### src/verilog/twbesc_pkg.sv
// Constants, types and register map of the two-wire bus controller
package twbesc_pkg;

  localparam int unsigned WB_AW = 8;

  // Register indices; byte address is four times the index
  localparam logic [5:0] IDX_SERIAL_DATA = 6'h00;
  localparam logic [5:0] IDX_BUS_STATUS  = 6'h01;
  localparam logic [5:0] IDX_CTRL_STATUS = 6'h02;
  localparam logic [5:0] IDX_CONTROL_ONE = 6'h03;
  localparam logic [5:0] IDX_OWN_ADDRESS = 6'h04;
  localparam logic [5:0] IDX_CONTROL_TWO = 6'h05;
  localparam logic [5:0] IDX_PULLUP_CFG  = 6'h06;

  // Control status register bits
  localparam int unsigned CST_BUSY   = 0;
  localparam int unsigned CST_BB     = 1;
  localparam int unsigned CST_MATCH  = 2;
  localparam int unsigned CST_GCM    = 3;
  localparam int unsigned CST_SDA_LV = 4;

  // First control register bits
  localparam int unsigned C1_START   = 0;
  localparam int unsigned C1_STOP    = 1;
  localparam int unsigned C1_INTERRUPT_ENABLE_BIT   = 2;
  localparam int unsigned C1_NACK    = 3;
  localparam int unsigned C1_GENERAL_CALL_ENABLE   = 4;
  localparam int unsigned C1_NEW_MATCH_INTERRUPT_ENABLE  = 5;
  localparam int unsigned C1_SSTALL  = 6;

  // Own address, second control and pull-up register fields
  localparam int unsigned OA_EN      = 7;
  localparam int unsigned C2_ENABLE  = 0;
  localparam int unsigned PU_SDA     = 0;
  localparam int unsigned PU_SCL     = 1;

  // Reset values
  localparam logic [7:0] CTL1_RST    = 8'h00;
  localparam logic [7:0] OWN_RST     = 8'h00;
  localparam logic [7:0] CTL2_RST    = 8'h00;
  localparam logic [7:0] PULLUP_RST  = 8'h00;

  // Timing and bus constants
  localparam logic [6:0] MIN_HALF    = 7'h04;
  localparam logic [3:0] BIT_ACK     = 4'h8;
  localparam logic [3:0] BIT_LAST    = 4'h9;
  localparam logic [3:0] BIT_ILLEGAL = 4'h2;
  localparam logic [7:0] GC_ADDR     = 8'h00;

  typedef enum logic [3:0] {
    M_IDLE, M_START, M_HOLD, M_LOW, M_HIGH,
    M_RS_LOW, M_RS_HIGH, M_STOP_LOW, M_STOP_HIGH
  } twbesc_mst_t;

  typedef struct packed {
    logic slave_stop;
    logic data_buffer_status;
    logic bus_error_flag;
    logic neg_ack;
    logic stall_after_start;
    logic new_match_flag;
    logic master;
    logic transmit_direction_flag;
  } twbesc_status_t;

endpackage

### src/verilog/twbesc_ctrl.sv
// Two-wire bus controller: error detection, slave mode, register file
//
// Decided for this implementation: the Wishbone interface to the registers.

// Overview of operation
// - Illegal start/stop or conflict: error, leave master
// - Failed start or restart sets bus error
// - Disable then enable resets bus logic and status; data register kept
// - Enabled and not master means slave
// - Compare own and general call address after start
// - Conflict: error, leave master, keep matching
// - Pull data low to acknowledge matched address
// - Match sets flags; transmit also sets buffer
// - Interrupt on new match when both enabled
// - Receiving slave holds acknowledge clock until data access
// - Slave stretches first clock while flags pending
// - Slave illegal start/stop: error, drop match
// - Open-drain lines with per-line pull-up enable
// - Master clock period from frequency field
// - Accept shorter high forced by other master
// - Write one clears, write zero keeps
// - Shift register, most significant bit first
// - Data write clears buffer flag; receive read too, start excepted
// - Status cleared on reset and disable
module twbesc_ctrl
  import twbesc_pkg::*;
(
  input  wire logic             clk_i,
  input  wire logic             rst_i,
  input  wire logic             cyc_i,
  input  wire logic             stb_i,
  input  wire logic             we_i,
  input  wire logic [WB_AW-1:0] adr_i,
  input  wire logic [3:0]       sel_i,
  input  wire logic [31:0]      dat_i,
  output logic      [31:0]      dat_o,
  output logic                  ack_o,
  input  wire logic             sda_i,
  output logic                  sda_o,
  output logic                  sda_oe_o,
  input  wire logic             scl_i,
  output logic                  scl_o,
  output logic                  scl_oe_o,
  output logic                  sda_pu_en_o,
  output logic                  scl_pu_en_o,
  output logic                  irq_o
);

  twbesc_status_t st_r;
  twbesc_mst_t    mst_r;
  twbesc_mst_t    mst_nxt;
  logic [7:0]     sd_r;
  logic [7:0]     ctl1_r;
  logic [7:0]     oa_r;
  logic [7:0]     ctl2_r;
  logic [7:0]     pu_r;
  logic [7:0]     rdata;
  logic [6:0]     hcnt_r;
  logic [6:0]     hcnt_nxt;
  logic [6:0]     half_c;
  logic [3:0]     cnt_r;
  logic           ack_r;
  logic           sda_m_r;
  logic           sda_s_r;
  logic           sda_d_r;
  logic           scl_m_r;
  logic           scl_s_r;
  logic           scl_d_r;
  logic           sda_oe_r;
  logic           scl_oe_r;
  logic           addr_ph_r;
  logic           mst_addr_r;
  logic           match_r;
  logic           gcm_r;
  logic           bus_busy_flag_r;
  logic           slv_nack_r;
  logic           ack_smp_r;
  logic           irq_r;
  logic           clr;
  logic           start_ev;
  logic           stop_ev;
  logic           rise_ev;
  logic           fall_ev;
  logic           illegal;
  logic           hdone;
  logic           own_hit;
  logic           gc_hit;
  logic           slave_act;
  logic           mst_run;
  logic           tx_c;
  logic           m_lost;
  logic           drive_low_c;
  logic           stall_c;
  logic           ev_start_ok;
  logic           ev_fail;
  logic           ev_byte_end;
  logic           ev_stop_done;
  logic           wr;
  logic           rd;
  logic [5:0]     idx;

  // Register bus access, applied on the acknowledge cycle
  assign idx = adr_i[7:2];
  assign wr  = cyc_i & stb_i & ack_r & we_i & sel_i[0];
  assign rd  = cyc_i & stb_i & ack_r & ~we_i;
  assign clr = rst_i | ~ctl2_r[C2_ENABLE];

  // Line synchronisers and edge finders
  always_ff @(posedge clk_i) begin
    if (rst_i) begin
      sda_m_r <= 1'b1;
      sda_s_r <= 1'b1;
      sda_d_r <= 1'b1;
      scl_m_r <= 1'b1;
      scl_s_r <= 1'b1;
      scl_d_r <= 1'b1;
    end else begin
      sda_m_r <= sda_i;
      sda_s_r <= sda_m_r;
      sda_d_r <= sda_s_r;
      scl_m_r <= scl_i;
      scl_s_r <= scl_m_r;
      scl_d_r <= scl_s_r;
    end
  end

  assign start_ev = scl_s_r & scl_d_r & sda_d_r & ~sda_s_r;
  assign stop_ev  = scl_s_r & scl_d_r & ~sda_d_r & sda_s_r;
  assign rise_ev  = scl_s_r & ~scl_d_r;
  assign fall_ev  = ~scl_s_r & scl_d_r;
  assign illegal  = (start_ev | stop_ev) & (cnt_r >= BIT_ILLEGAL);

  // Bit position within the current byte
  always_ff @(posedge clk_i) begin
    if (clr) begin
      cnt_r     <= 4'h0;
      addr_ph_r <= 1'b0;
      ack_smp_r <= 1'b1;
    end else begin
      if (start_ev) begin
        cnt_r     <= 4'h0;
        addr_ph_r <= 1'b1;
      end else if (stop_ev) begin
        cnt_r     <= 4'h0;
        addr_ph_r <= 1'b0;
      end else if (rise_ev) begin
        cnt_r <= 4'(cnt_r + 4'h1);
      end else if (fall_ev && cnt_r == BIT_LAST) begin
        cnt_r     <= 4'h0;
        addr_ph_r <= 1'b0;
      end
      if (rise_ev && cnt_r == BIT_ACK) begin
        ack_smp_r <= sda_s_r;
      end
    end
  end

  // Serial data shift register
  always_ff @(posedge clk_i) begin
    if (rst_i) begin
      sd_r <= 8'h00;
    end else if (wr && idx == IDX_SERIAL_DATA) begin
      sd_r <= dat_i[7:0];
    end else if (rise_ev && cnt_r < BIT_ACK) begin
      sd_r <= {sd_r[6:0], sda_s_r};
    end
  end

  // Address compare, also while master
  assign own_hit   = addr_ph_r & oa_r[OA_EN] &
                     (sd_r[7:1] == oa_r[6:0]);
  assign gc_hit    = addr_ph_r & ctl1_r[C1_GENERAL_CALL_ENABLE] &
                     (sd_r == GC_ADDR);
  assign slave_act = (match_r | gcm_r) & ~st_r.master;
  assign mst_run   = st_r.master &
                     (mst_r == M_HOLD || mst_r == M_LOW || mst_r == M_HIGH);
  assign tx_c      = mst_addr_r | st_r.transmit_direction_flag;
  assign m_lost    = rise_ev & mst_run & tx_c & (cnt_r < BIT_ACK) &
                     ~sda_oe_r & ~sda_s_r;

  // Master clock half period
  assign half_c = (ctl2_r[7:1] < MIN_HALF) ? MIN_HALF : ctl2_r[7:1];
  assign hdone  = hcnt_r >= 7'(half_c - 7'h01);

  always_comb begin
    mst_nxt      = mst_r;
    hcnt_nxt     = 7'(hcnt_r + 7'h01);
    ev_start_ok  = 1'b0;
    ev_fail      = 1'b0;
    ev_byte_end  = 1'b0;
    ev_stop_done = 1'b0;
    unique case (mst_r)
      M_IDLE: begin
        hcnt_nxt = 7'h00;
        if (ctl1_r[C1_START] & ~bus_busy_flag_r & scl_s_r & sda_s_r) begin
          mst_nxt = M_START;
        end
      end
      M_START: begin
        if (~scl_s_r) begin
          ev_fail = 1'b1;
          mst_nxt = M_IDLE;
        end else if (hdone) begin
          ev_start_ok = 1'b1;
          mst_nxt     = M_HOLD;
          hcnt_nxt    = 7'h00;
        end
      end
      M_HOLD: begin
        hcnt_nxt = 7'h00;
        if (~st_r.master) begin
          mst_nxt = M_IDLE;
        end else if (ctl1_r[C1_STOP]) begin
          mst_nxt = M_STOP_LOW;
        end else if (ctl1_r[C1_START]) begin
          mst_nxt = M_RS_LOW;
        end else if (~(st_r.data_buffer_status | st_r.neg_ack |
                       st_r.stall_after_start)) begin
          mst_nxt = M_LOW;
        end
      end
      M_LOW: begin
        if (~st_r.master) begin
          mst_nxt = M_IDLE;
        end else if (hdone) begin
          mst_nxt  = M_HIGH;
          hcnt_nxt = 7'h00;
        end
      end
      M_HIGH: begin
        if (~scl_s_r) begin
          hcnt_nxt = hcnt_r;
        end
        if (~st_r.master | m_lost) begin
          mst_nxt = M_IDLE;
        end else if ((scl_s_r & hdone) |
                     (~scl_s_r & (hcnt_r != 7'h00))) begin
          hcnt_nxt = 7'h00;
          if (cnt_r == BIT_LAST) begin
            ev_byte_end = 1'b1;
            mst_nxt     = M_HOLD;
          end else begin
            mst_nxt = M_LOW;
          end
        end
      end
      M_RS_LOW: begin
        if (hdone) begin
          mst_nxt  = M_RS_HIGH;
          hcnt_nxt = 7'h00;
        end
      end
      M_RS_HIGH: begin
        if (~scl_s_r) begin
          hcnt_nxt = hcnt_r;
        end else if (hdone) begin
          hcnt_nxt = 7'h00;
          if (~sda_s_r) begin
            ev_fail = 1'b1;
            mst_nxt = M_IDLE;
          end else begin
            mst_nxt = M_START;
          end
        end
      end
      M_STOP_LOW: begin
        if (hdone) begin
          mst_nxt  = M_STOP_HIGH;
          hcnt_nxt = 7'h00;
        end
      end
      M_STOP_HIGH: begin
        if (~scl_s_r) begin
          hcnt_nxt = hcnt_r;
        end else if (hdone) begin
          ev_stop_done = 1'b1;
          mst_nxt      = M_IDLE;
        end
      end
      default: begin
        mst_nxt = M_IDLE;
      end
    endcase
  end

  always_ff @(posedge clk_i) begin
    if (clr) begin
      mst_r      <= M_IDLE;
      hcnt_r     <= 7'h00;
      mst_addr_r <= 1'b0;
    end else begin
      mst_r  <= mst_nxt;
      hcnt_r <= hcnt_nxt;
      if (ev_start_ok) begin
        mst_addr_r <= 1'b1;
      end else if (ev_byte_end | ev_fail | m_lost) begin
        mst_addr_r <= 1'b0;
      end
    end
  end

  // Status flags; hardware sets are placed after software clears
  always_ff @(posedge clk_i) begin
    if (clr) begin
      st_r            <= '0;
      match_r         <= 1'b0;
      gcm_r           <= 1'b0;
      bus_busy_flag_r <= 1'b0;
      slv_nack_r      <= 1'b0;
    end else begin
      if (wr && idx == IDX_BUS_STATUS) begin
        if (dat_i[7]) st_r.slave_stop        <= 1'b0;
        if (dat_i[5]) st_r.bus_error_flag    <= 1'b0;
        if (dat_i[4]) st_r.neg_ack           <= 1'b0;
        if (dat_i[3]) st_r.stall_after_start <= 1'b0;
        if (dat_i[2]) st_r.new_match_flag    <= 1'b0;
      end
      if (wr && idx == IDX_CTRL_STATUS && dat_i[CST_BB]) begin
        bus_busy_flag_r <= 1'b0;
      end
      if (wr && idx == IDX_SERIAL_DATA) begin
        st_r.data_buffer_status <= 1'b0;
      end
      if (rd && idx == IDX_SERIAL_DATA && ~ctl1_r[C1_START] &&
          ~st_r.transmit_direction_flag) begin
        st_r.data_buffer_status <= 1'b0;
      end
      if (ev_start_ok) begin
        st_r.master             <= 1'b1;
        st_r.data_buffer_status <= 1'b1;
      end
      if (ev_byte_end) begin
        if (ack_smp_r && tx_c) begin
          st_r.neg_ack <= 1'b1;
        end else if (mst_addr_r) begin
          st_r.transmit_direction_flag <= ~sd_r[0];
          if (ctl1_r[C1_SSTALL]) begin
            st_r.stall_after_start <= 1'b1;
          end else if (~sd_r[0]) begin
            st_r.data_buffer_status <= 1'b1;
          end
        end else begin
          st_r.data_buffer_status <= 1'b1;
        end
      end
      if (ev_fail | m_lost) begin
        st_r.bus_error_flag <= 1'b1;
        st_r.master         <= 1'b0;
      end
      if (fall_ev && cnt_r == BIT_ACK && (own_hit | gc_hit)) begin
        match_r                      <= 1'b1;
        gcm_r                        <= gc_hit;
        st_r.new_match_flag          <= 1'b1;
        slv_nack_r                   <= 1'b0;
        if (~st_r.master) begin
          st_r.transmit_direction_flag <= sd_r[0];
          if (sd_r[0]) begin
            st_r.data_buffer_status <= 1'b1;
          end
        end
      end
      if (fall_ev && cnt_r == BIT_ACK && ~addr_ph_r && slave_act &&
          ~st_r.transmit_direction_flag) begin
        st_r.data_buffer_status <= 1'b1;
      end
      if (rise_ev && cnt_r == BIT_ACK && slave_act &&
          st_r.transmit_direction_flag) begin
        if (sda_s_r) begin
          slv_nack_r <= 1'b1;
        end else begin
          st_r.data_buffer_status <= 1'b1;
        end
      end
      if (start_ev) begin
        bus_busy_flag_r <= 1'b1;
        match_r         <= 1'b0;
        gcm_r           <= 1'b0;
      end
      if (stop_ev) begin
        bus_busy_flag_r <= 1'b0;
        if (match_r | gcm_r) begin
          st_r.slave_stop <= 1'b1;
        end
        match_r                      <= 1'b0;
        gcm_r                        <= 1'b0;
        st_r.master                  <= 1'b0;
        st_r.transmit_direction_flag <= 1'b0;
      end
      if (illegal) begin
        st_r.bus_error_flag <= 1'b1;
        st_r.master         <= 1'b0;
        match_r             <= 1'b0;
        gcm_r               <= 1'b0;
      end
    end
  end

  // Data line value to present while the clock is low
  always_comb begin
    drive_low_c = 1'b0;
    if (mst_run) begin
      if (cnt_r < BIT_ACK) begin
        drive_low_c = tx_c & ~sd_r[7];
      end else if (cnt_r == BIT_ACK) begin
        drive_low_c = ~tx_c & ~ctl1_r[C1_NACK];
      end
    end else if (cnt_r == BIT_ACK && addr_ph_r) begin
      drive_low_c = own_hit | gc_hit;
    end else if (slave_act) begin
      if (cnt_r < BIT_ACK) begin
        drive_low_c = st_r.transmit_direction_flag & ~slv_nack_r &
                      ~sd_r[7];
      end else if (cnt_r == BIT_ACK) begin
        drive_low_c = ~st_r.transmit_direction_flag;
      end
    end
  end

  // Slave clock stretch
  assign stall_c = slave_act & ~scl_s_r &
                   (((cnt_r == 4'h0) & ~addr_ph_r &
                     (st_r.data_buffer_status |
                      (st_r.new_match_flag & ctl1_r[C1_NEW_MATCH_INTERRUPT_ENABLE]))) |
                    ((cnt_r == BIT_ACK) & ~addr_ph_r &
                     ~st_r.transmit_direction_flag &
                     st_r.data_buffer_status));

  // Open-drain line drivers
  always_ff @(posedge clk_i) begin
    if (clr) begin
      sda_oe_r <= 1'b0;
      scl_oe_r <= 1'b0;
    end else begin
      scl_oe_r <= (mst_nxt == M_HOLD) || (mst_nxt == M_LOW) ||
                  (mst_nxt == M_RS_LOW) || (mst_nxt == M_STOP_LOW) ||
                  stall_c;
      unique case (mst_nxt)
        M_START, M_STOP_LOW, M_STOP_HIGH: sda_oe_r <= 1'b1;
        M_RS_LOW, M_RS_HIGH:              sda_oe_r <= 1'b0;
        default: begin
          if (~scl_s_r) begin
            sda_oe_r <= drive_low_c;
          end else if (ev_stop_done) begin
            sda_oe_r <= 1'b0;
          end
        end
      endcase
    end
  end

  assign sda_o       = 1'b0;
  assign scl_o       = 1'b0;
  assign sda_oe_o    = sda_oe_r;
  assign scl_oe_o    = scl_oe_r;
  assign sda_pu_en_o = pu_r[PU_SDA];
  assign scl_pu_en_o = pu_r[PU_SCL];

  // Control registers
  always_ff @(posedge clk_i) begin
    if (rst_i) begin
      ctl1_r <= CTL1_RST;
      oa_r   <= OWN_RST;
      ctl2_r <= CTL2_RST;
      pu_r   <= PULLUP_RST;
    end else begin
      if (wr && idx == IDX_CONTROL_ONE) ctl1_r <= dat_i[7:0];
      if (wr && idx == IDX_OWN_ADDRESS) oa_r   <= dat_i[7:0];
      if (wr && idx == IDX_CONTROL_TWO) ctl2_r <= dat_i[7:0];
      if (wr && idx == IDX_PULLUP_CFG)  pu_r   <= dat_i[7:0];
      if (ev_start_ok | ev_fail | ~ctl2_r[C2_ENABLE]) begin
        ctl1_r[C1_START] <= 1'b0;
      end
      if (ev_stop_done | ~ctl2_r[C2_ENABLE]) begin
        ctl1_r[C1_STOP] <= 1'b0;
      end
    end
  end

  // Read data selection
  always_comb begin
    rdata = 8'h00;
    unique case (idx)
      IDX_SERIAL_DATA: rdata = sd_r;
      IDX_BUS_STATUS:  rdata = st_r;
      IDX_CTRL_STATUS: rdata = {3'b000, sda_s_r, gcm_r, match_r,
                                bus_busy_flag_r,
                                st_r.master | match_r | gcm_r};
      IDX_CONTROL_ONE: rdata = ctl1_r;
      IDX_OWN_ADDRESS: rdata = oa_r;
      IDX_CONTROL_TWO: rdata = ctl2_r;
      IDX_PULLUP_CFG:  rdata = pu_r;
      default:         rdata = 8'h00;
    endcase
  end

  // Wishbone slave: answer one cycle after the request
  always_ff @(posedge clk_i) begin
    if (rst_i) begin
      ack_r <= 1'b0;
      dat_o <= 32'h0000_0000;
    end else begin
      ack_r <= cyc_i & stb_i & ~ack_r;
      if (cyc_i & stb_i & ~ack_r) begin
        dat_o <= {24'h00_0000, rdata};
      end
    end
  end

  assign ack_o = ack_r;

  // Interrupt request
  always_ff @(posedge clk_i) begin
    if (clr) begin
      irq_r <= 1'b0;
    end else begin
      irq_r <= ctl1_r[C1_INTERRUPT_ENABLE_BIT] &
               ((st_r.new_match_flag & ctl1_r[C1_NEW_MATCH_INTERRUPT_ENABLE]) |
                st_r.bus_error_flag | st_r.neg_ack |
                st_r.stall_after_start | st_r.data_buffer_status);
    end
  end

  assign irq_o = irq_r;

endmodule

### config.mk
export PLATFORM = sky130hd
export DESIGN_NAME = twbesc_ctrl
export DESIGN_NICKNAME = d
export VERILOG_FILES = /design/src/verilog/twbesc_pkg.sv /design/src/verilog/twbesc_ctrl.sv
export SDC_FILE = /design/constraint.sdc
export NUM_CORES = 1
export LEC_CHECK = 0
export BUFFER_PORTS_ARGS = -buffer_cell sky130_fd_sc_hd__buf_2
export CORE_AREA = 2 2 120 122
export DETAILED_ROUTE_END_ITERATION = 7
export DIE_AREA = 0 0 122 124
export HOLD_SLACK_MARGIN = 0.06
export SYNTH_ARGS = -nofsm -noshare
export SYNTH_HDL_FRONTEND = slang
export SYNTH_SLANG_ARGS = --single-unit
### constraint.sdc
create_clock -name clk_i -period 4.8 [get_ports clk_i]
set_clock_uncertainty 0.2 [all_clocks]
set_input_delay 0.48 -clock clk_i [delete_from_list [all_inputs] [get_ports clk_i]]
set_output_delay 0.48 -clock clk_i [all_outputs]
set_load 0.03 [all_outputs]
==> Yosys cells after proc, flatten, opt, wreduce, memory -nomap -nowiden <==
Index checks and enable logic that the tools add are counted.
{ "totals": {"register_bits": 88, "wordCells": 314} }
{ "op_classes": {"add_sub_neg": 3, "magnitude_cmp": 4, "n_eq_ne": 27, "muxes": 104, "n_bitwise": 84, "reduce_logical": 56} }
{ "ops": {"columns": ["cell", "count"], "rows": [
  ["$mux 4", 20],
  ["$mux 1", 68],
  ["$mux 7", 8],
  ["$pmux 8 s7", 1],
  ["$pmux 7 s7", 1],
  ["$and 1x1->1", 43],
  ["$pmux 4 s9", 1],
  ["$eq 4x3->1 const B", 7],
  ["$logic_and 1x1->1", 23],
  ["$or 1x1->1", 23],
  ["$eq 6x3->1 const B", 3],
  ["$not 1->1", 18],
  ["$eq 4x2->1 const B", 4],
  ["$eq 4x4->1 const B", 4],
  ["$mux 8", 2],
  ["$eq 6x2->1 const B", 2],
  ["$reduce_bool 2->1", 6],
  ["$reduce_or 2->1", 6],
  ["$reduce_bool 3->1", 3],
  ["$eq 4x1->1 const B", 2],
  ["$logic_not 4->1", 2],
  ["$logic_not 8->1", 1],
  ["$reduce_or 4->1", 2],
  ["$add 7x1->7 const B", 1],
  ["other kinds (18)", 27]
]} }

==> Longest topological paths before layout <==
Gate-level depths: netlist of the first run.
{ "depth": {"word_depth": 19, "ltp_mapped": 14} }

==> Least setup slack after synthesis of the first run <==
No wires, ideal clock.
{ "synth_path": {"kind": "register to register", "from": "register ctl2_r[4]", "to": "register sda_oe_r, in the netlist sda_oe_o", "setup_ns": 0.088, "t_arrival_ns": 3.766, "t_required_ns": 4.512, "path_slack_ns": 0.746, "path_stages_with_launch": 15, "path_buffers": 0, "cell_sequence": "dfxtp_1 > or4_1 > o21ai_0 > ha_1 > inv_1 > or4_1 > xor2_1 > ha_1 > a211oi_1 > nor2_1 > a211oi_4 > mux2i_1 > a211o_1 > and4bb_1 > nor4_2"} }
{ "synth_between": {"elab_chain_len": 12, "elab_cells_between_ends": 31, "classes_between": "add/sub (1); order compare (2); eq/ne (6); mux (18); bitwise (2); reduce/logical (2)"} }
{ "synth_rtl": {"columns": ["item", "line", "text"], "rows": [
  ["start, declared", "twbesc_ctrl.sv:55", "logic [7:0] ctl2_r;"],
  ["start signal, assigned", "twbesc_ctrl.sv:468", "if (wr && idx == IDX_CONTROL_TWO) ctl2_r <= dat_i[7:0];"],
  ["$lt 7x3->1", "twbesc_ctrl.sv:182", "assign half_c = (ctl2_r[7:1] < MIN_HALF) ? MIN_HALF : ctl2_r[7:1];"],
  ["$mux 7 *", "twbesc_ctrl.sv:182", null],
  ["$sub 7x1->7 *", "twbesc_ctrl.sv:183", "assign hdone = hcnt_r >= 7'(half_c - 7'h01);"],
  ["$ge 7x7->1 *", "twbesc_ctrl.sv:183", null],
  ["$and 1x1->1", "twbesc_ctrl.sv:236", "end else if ((scl_s_r & hdone) |"],
  ["$or 1x1->1", "twbesc_ctrl.sv:236", null],
  ["$mux 4", "twbesc_ctrl.sv:236", null],
  ["$mux 4", "twbesc_ctrl.sv:234", "if (~st_r.master | m_lost) begin"],
  ["$pmux 4 s9", "twbesc_ctrl.sv:192", "unique case (mst_r)"],
  ["$eq 4x3->1, or another cell as far along", "twbesc_ctrl.sv:437", "unique case (mst_nxt)"],
  ["$reduce_or 3->1 / $reduce_or 2->1 (equally long branches)", "twbesc_ctrl.sv:437", null],
  ["$ne 4x1->1 (no line) / $pmux 1 s2 (equally long branches)", null, null],
  ["end signal, assigned", "twbesc_ctrl.sv:442", "sda_oe_r <= drive_low_c;"],
  ["end, declared", "twbesc_ctrl.sv:69", "logic sda_oe_r;"]
]} }
Every way passes the cells marked *; elsewhere a longest branch is shown, timed or not.
A chain may end at the register's enable or synchronous reset.

==> Worst setup path after layout of the first run <==
{ "layout_path": {"from": "register ctl2_r[4]", "to": "register hcnt_r[2]"} }
{ "layout_between": {"elab_chain_len": 9, "elab_cells_between_ends": 13, "classes_between": "add/sub (1); order compare (2); mux (8); bitwise (2)"} }
{ "layout_rtl": {"columns": ["item", "line", "text"], "rows": [
  ["$lt 7x3->1", "twbesc_ctrl.sv:182", null],
  ["$mux 7 *", "twbesc_ctrl.sv:182", null],
  ["$sub 7x1->7 *", "twbesc_ctrl.sv:183", null],
  ["$ge 7x7->1 *", "twbesc_ctrl.sv:183", null],
  ["$and 1x1->1", "twbesc_ctrl.sv:236", null],
  ["$or 1x1->1", "twbesc_ctrl.sv:236", null],
  ["$mux 7", "twbesc_ctrl.sv:236", null],
  ["$mux 7", "twbesc_ctrl.sv:234", null],
  ["$pmux 7 s7 *", "twbesc_ctrl.sv:192", null],
  ["end signal, assigned", "twbesc_ctrl.sv:293", "hcnt_r <= hcnt_nxt;"],
  ["end, declared", "twbesc_ctrl.sv:58", "logic [6:0] hcnt_r;"]
]} }
Every way passes the cells marked *; elsewhere a longest branch is shown, timed or not. The select of a mux whose other input is x is not followed.

==> impl_metrics.yaml, run 1 <==
run_status:
  status: "finished clean"
synthesis:
  ys_ff_latch: 88
  syn_area_um2: 5172
  netlist-cell-type-count: 57
  synth_top_area_share_pct: 34.06
  synth_cells: 637
  syn_area_per_cell_um2: 8.120
  synth_most_common_cell: "nor2_1"
  synthArstFlopShare_pct: 0
  synthTopCellsByArea: "dfxtp_1, mux2i_1, nor2_1"
  yosysSeqAreaShare_pct: 34.06
  synthTopCellsByCount: "nor2_1, dfxtp_1, mux2i_1"
  synth_edf_count: 0
  synth_ff_type: "dfxtp_1"
  synth-warning-count: 0
  synth_top_cell_by_area: "dfxtp_1"
routing:
  vias: 4738
  drtAntennaViolNets: 0
  via_per_inst: 5.640
  routedWlPerCell_um: 16.99
  wl_um: 14270
  first_iter_violations: 402
  drtPass1Iterations: 5
  drc: 0
sta:
  finalHoldViolations: 0
  period_share_pct: 92.93
  finalSetupTns_ps: 0
  slew_viol_final: 0
  relSlewSlack_pct: 17.07
  rsz0062_at_grt: "false"
  tightest_slew_ps: 1234
  finalHoldWorstSlack_ps: 112.7
  period_needed_ps: 4461
  setup-violations-final: 0
  clock.fmax_ghz: 0.2242
global_routing:
  grt_use_total_pct: 19.69
  grt_overflow_total: 0
  grt_max_degree: 56
  grt_pass1_wl_um: 23140
  antenna_found_initial: 0
  grt_pass1_vias: 4332
setup_path:
  timing.rr.start: "ctl2_r[4]"
  cpMaxStageDelayCell: "or4_1"
  crit_buf_inv: 1
  path_depth: 14
  crit_path_end_kind: "flop"
  worstRegToRegCells: 14
  path_cells: "or4_1 > o21ai_0 > ha_1 > inv_1 > or4_1 > xor2_1 > ha_1 > a211oi_1 > nor2_1 > a211oi_4 > a31oi_1 > a21oi_1 > o21ai_0 > a211oi_1"
  path_delay_family: "compound AO/OA/AOI/OAI gates"
  crit_path_start: "ctl2_r[4]"
  start_kind: "flop"
  required_ps: 4850
  crit_path_max_incr_delay_ps: 560
  path_class: "flop to flop"
  cp.arrival_ps: 4510
  critPathMaxFanout: 10
finish:
  layout-drive-gt1-share_pct: 11.97
  area_growth_pct: 10.67
  fillCellCount: 1428
  final_nets: 721
  diodes: 0
clocking:
  clk_pin_slew_worst_paths_ps: 60
  ctsResizeCount: 0
  cts_setup_buffers: 0
  clk_latency_ps: 350
  cts-root-buf: "clkbuf_16"
  cts.sinks: 88
  clock_path_buffers: 2
  cts_hold_buf: 0
  cts_tree: "built"
  htree_num_levels: 3
  cts_buffers: 9
hold_path:
  hp-class: "input pin to flop"
  worstHoldStart: "scl_i"
  whs_path_depth: 2
floorplanning:
  initial_core_util_pct: 37.70
  dieArea_um2: 15130
  chipWidth_um: 122
  rows: 43
  placeableCoreArea_um2: 13720
  die_h_um: 124
  io_pins: 91
placement:
  place_hpwl_um: 10310
  gp_congestion: 0.8768
  io_buffer_count: 35
flow_run:
  drv_cap: 0
pwr:
  p_leak_nw: 2.008
  vdd_drop_max_v: 0.0001662
  p_per_area_nw_per_um2: 285.7
[registers in the layout (all words and copies together) (netlist names), 7 cells and up]
register  cells
ctl1_r        8
ctl2_r        8
dat_o         8
hcnt_r        7
oa_r          8
pu_r          8
sd_r          8
st_r          8
[layer usage]
layer,share of wire [%],wire (µm),vias to the layer above,global-route usage [%]
met4,2.2,308,0,8.405
met5,0,0,-,0
met1,46,6559,2263,27.34
li1,-,-,2290,-
met2,46,6604,164,30.45
met3,5.6,801,21,2.930
[cell usage in the layout, fill, tap and decap left out, types with 6 or more instances in the layout]
cell and instances:
a211oi_1 14, a21oi_1 40, a22oi_1 20, a31oi_1 13
and3_1 7, buf_2 35, clkbuf_16 9, conb_1 26
dfxtp_1 88, ha_1 14, inv_1 12, mux2i_1 42
nand2_1 39, nand2b_1 14, nand3_1 18, nor2_1 95
nor2b_1 11, nor3_1 23, nor4_1 6, o21ai_0 24
or2_2 12, or3_1 6, xor2_1 10
[stage by stage]
stage          instances  total power [W]  setup slack [ps]  util, %  instance area [µm²]
2_1_floorplan        662        0.0008233             746.2        -                 5266
3_3_place_gp         825        0.0008300             320.7    39.24                 5384
3_5_place_dp         825        0.0008311             268.8    39.24                 5384
4_1_cts              840         0.001652             257.2    41.72                 5724
5_1_grt              840         0.001687             58.65    41.72                 5724
6_report             840         0.001636             339.2    41.72                 5724
[report_power, final]
| part | total (W) | internal (W) | switching [W] |
|---|---|---|---|
| registers | 0.000737 | 0.000732 | 0.00000406 |
| clock network | 0.000820 | 0.000510 | 0.000310 |
| logic | 0.0000791 | 0.0000165 | 0.0000626 |
| total | 0.00164 | 0.00126 | 0.000377 |
[final timing paths]
kind | endpoint | slack [ps]
setup / recovery | hcnt_r[2] | 340
hold reg to reg | scl_s_r | 210
hold / removal | scl_m_r | 110
setup reg to reg | hcnt_r[2] | 340
[kinds of logic (layout without fill, tap and decap cells)]
group | Yosys count | count (layout) | synth area share, %
flip-flops | 88 | 88 | 34.06
AND/OR/NAND/NOR | 264 | 264 | 25.98
AO/OA/AOI/OAI | 147 | 147 | 19.11
buffers and inverters | 66 | 64 | 6.725
adder cells (fa/ha/maj) | 14 | 14 | 3.387
XOR/XNOR | 15 | 15 | 2.540
multiplexers | 42 | 42 | 8.128
other | 1 | 26 | 0.07250
[cell type report]
| class | count | area, µm² | area share (%) |
|---|---|---|---|
| clock inverters | 6 | 115.1 | 2.011 |
| multi-input cells | 508 | 3162 | 55.23 |
| well taps | 180 | 225.2 | 3.934 |
| repair buffers | 37 | 190.2 | 3.322 |
| clock buffers | 9 | 225.2 | 3.934 |
| inverters | 12 | 45.04 | 0.7869 |
| flip-flops and latches | 88 | 1762 | 30.78 |
[worst register-to-register path: stages (launching register included)]
cell	delay, ps
dfxtp_1	380
or4_1	560
o21ai_0	240
ha_1	190
inv_1	60
or4_1	490
xor2_1	170
ha_1	300
a211oi_1	280
nor2_1	120
a211oi_4	430
a31oi_1	320
a21oi_1	270
o21ai_0	120
a211oi_1	250
No activity file was read; power rests on OpenSTA's default activity.
==> run 2: changes to the inputs <==
clock period = 4.5 ns   (was 4.8 ns; I/O delays follow)
==> impl_metrics.yaml, run 2 (synthesis results as in run 1) <==
run_status:
  status: "finished clean"
global_routing:
  grt_overflow_total: 0
  grt_use_total_pct: 19.48
  antenna_found_initial: 0
  grt_max_degree: 56
  grt_pass1_wl_um: 22680
  grt_pass1_vias: 4284
pwr:
  internal-power_w: 0.001290
  power_frac_comb_pct: 4.9
  clkPwrFrac_pct: 48.9
  p_leak_nw: 2.044
  power.net_switching_w: 0.0004101
  vdd_drop_max_v: 0.0001882
  p_seq_share_pct: 46.3
  p_per_area_nw_per_um2: 294.0
  switching_share_pct: 24.12
setup_path:
  critPathMaxFanout: 8
  required_ps: 4570
  path_class: "flop to flop"
  worstRegToRegCells: 15
  crit_path_end_kind: "flop"
  start_kind: "flop"
  cp.arrival_ps: 4340
finish:
  diodes: 0
  area_growth_pct: 11.78
  stdcell_count: 849
  final_cell_area_um2: 5782
  layout-drive-gt1-share_pct: 13.45
  final_nets: 729
  mostFrequentLayoutCell: "nor2_1"
  layout_common_cells: "nor2_1, dfxtp_1, mux2i_1, nand2_1, a21oi_1"
routing:
  wl_um: 14420
  drtPass1Iterations: 6
  routedWlPerCell_um: 16.99
  vias: 4802
  wl_met2_um: 6833
  via_per_inst: 5.656
  drc: 0
  first_iter_violations: 506
  top_layer_used: "met4"
  wl_met1_um: 6345
  drtAntennaViolNets: 0
  dr_wl_met3_um: 895
sta:
  relSlewSlack_pct: 27.88
  finalHoldViolations: 0
  clock.fmax_ghz: 0.2343
  setup-violations-final: 0
  slew_viol_final: 0
  rsz0062_at_grt: "true"
  period_needed_ps: 4268
  finalHoldWorstSlack_ps: 78.16
  setup_ws_ps: 231.7
  tightest_slew_ps: 1072
  period_share_pct: 94.85
floorplanning:
  rows: 43
  chipWidth_um: 122
  placeableCoreArea_um2: 13720
  dieArea_um2: 15130
  die_h_um: 124
  io_pins: 91
  initial_core_util_pct: 37.70
clocking:
  cts-root-buf: "clkbuf_16"
  clk_latency_ps: 360
  clk_pin_slew_worst_paths_ps: 60
  cts.sinks: 88
  cts_buffers: 9
  clock_path_buffers: 2
  cts_tree: "built"
  cts_setup_buffers: 0
  htree_num_levels: 3
  cts_hold_buf: 0
flow_run:
  drv_cap: 0
placement:
  dp_cells: 833
  place_ws_ps: 94.16
  gp_congestion: 0.8608
  place_hpwl_um: 10550
  io_buffer_count: 35
  dpl-instance-area_um2: 5444
hold_path:
  whs_path_depth: 2
  hp-class: "input pin to flop"
[run 2: cell count changes in the layout (fill, tap and decap cells not counted)]
cell | previous run | this run
nor2_1 | 95 | 94
o21ai_1 | 1 | 2
bufinv_16 | 3 | 2
buf_4 | 2 | 10
clkinvlp_4 | 1 | 2
o21ai_0 | 24 | 23
a21oi_1 | 40 | 39
a21oi_2 | 0 | 1
nor2_4 | 0 | 1
clkinv_4 | 0 | 1
[run 2: layout make-up]
class	instances	area, µm²
clock buffers	9	225.2
clock inverters	7	101.3
fillers	1403	7938
inverters	12	45.04
multi-input cells	508	3173
flip-flops and latches	88	1762
well taps	180	225.2
repair buffers	45	250.2
[run 2: power groups by stage]
stage / Combinational [W] / Clock (W) / Sequential (W)
finish: 0.0000827 / 0.000831 / 0.000787
global route: 0.0000894 / 0.000877 / 0.000787
CTS: 0.0000819 / 0.000846 / 0.000787
detailed placement: 0.0000817 / 0 / 0.000804
global placement: 0.0000810 / 0 / 0.000805
floorplan: 0.0000767 / 0 / 0.000801
[run 2: timing repair]
item | in CTS | in global routing
endpoints found under the hold margin | 0 | 0
setup endpoints to repair | 0 | 13
resized for setup | 0 | 5
[run 2: final timing paths]
| path | end | slack [ps] | start |
|---|---|---|---|
| worst max-delay path | sda_oe_o | 230 | ctl2_r[3] |
| worst min-delay path | scl_m_r | 80 | scl_i |
| worst max register to register | sda_oe_o | 230 | ctl2_r[3] |
| worst min register to register | sda_s_r | 210 | sda_m_r |
[run 2: worst max-delay path, cell delays in order (launching register included)]
cell and delay [ps]:
dfxtp_1 310, or4_1 560, o21ai_1 200, ha_1 170, inv_1 60, or4_1 480, xor2_1 160, ha_1 290
nand4_1 150, nor2_4 180, a211oi_4 90, buf_4 180, or4_1 490, and3_1 240, nor3b_1 170, nor4_2 250
[run 2: layer usage]
layer	global-route usage (%)	vias up
met4	8.046	0
met1	25.65	2308
li1	-	2309
met2	31.63	159
met3	3.342	26
met5	0	-
[run 2: per-stage QoR]
step | TNS [ps] | utilization [%] | total power (W)
after detailed placement | 0 | 39.68 | 0.0008862
after global placement | 0 | 39.68 | 0.0008855
after CTS | 0 | 42.06 | 0.001715
after floorplan | 0 | - | 0.0008781
final | 0 | 42.14 | 0.001700
after global routing | -1.806 | 42.14 | 0.001753
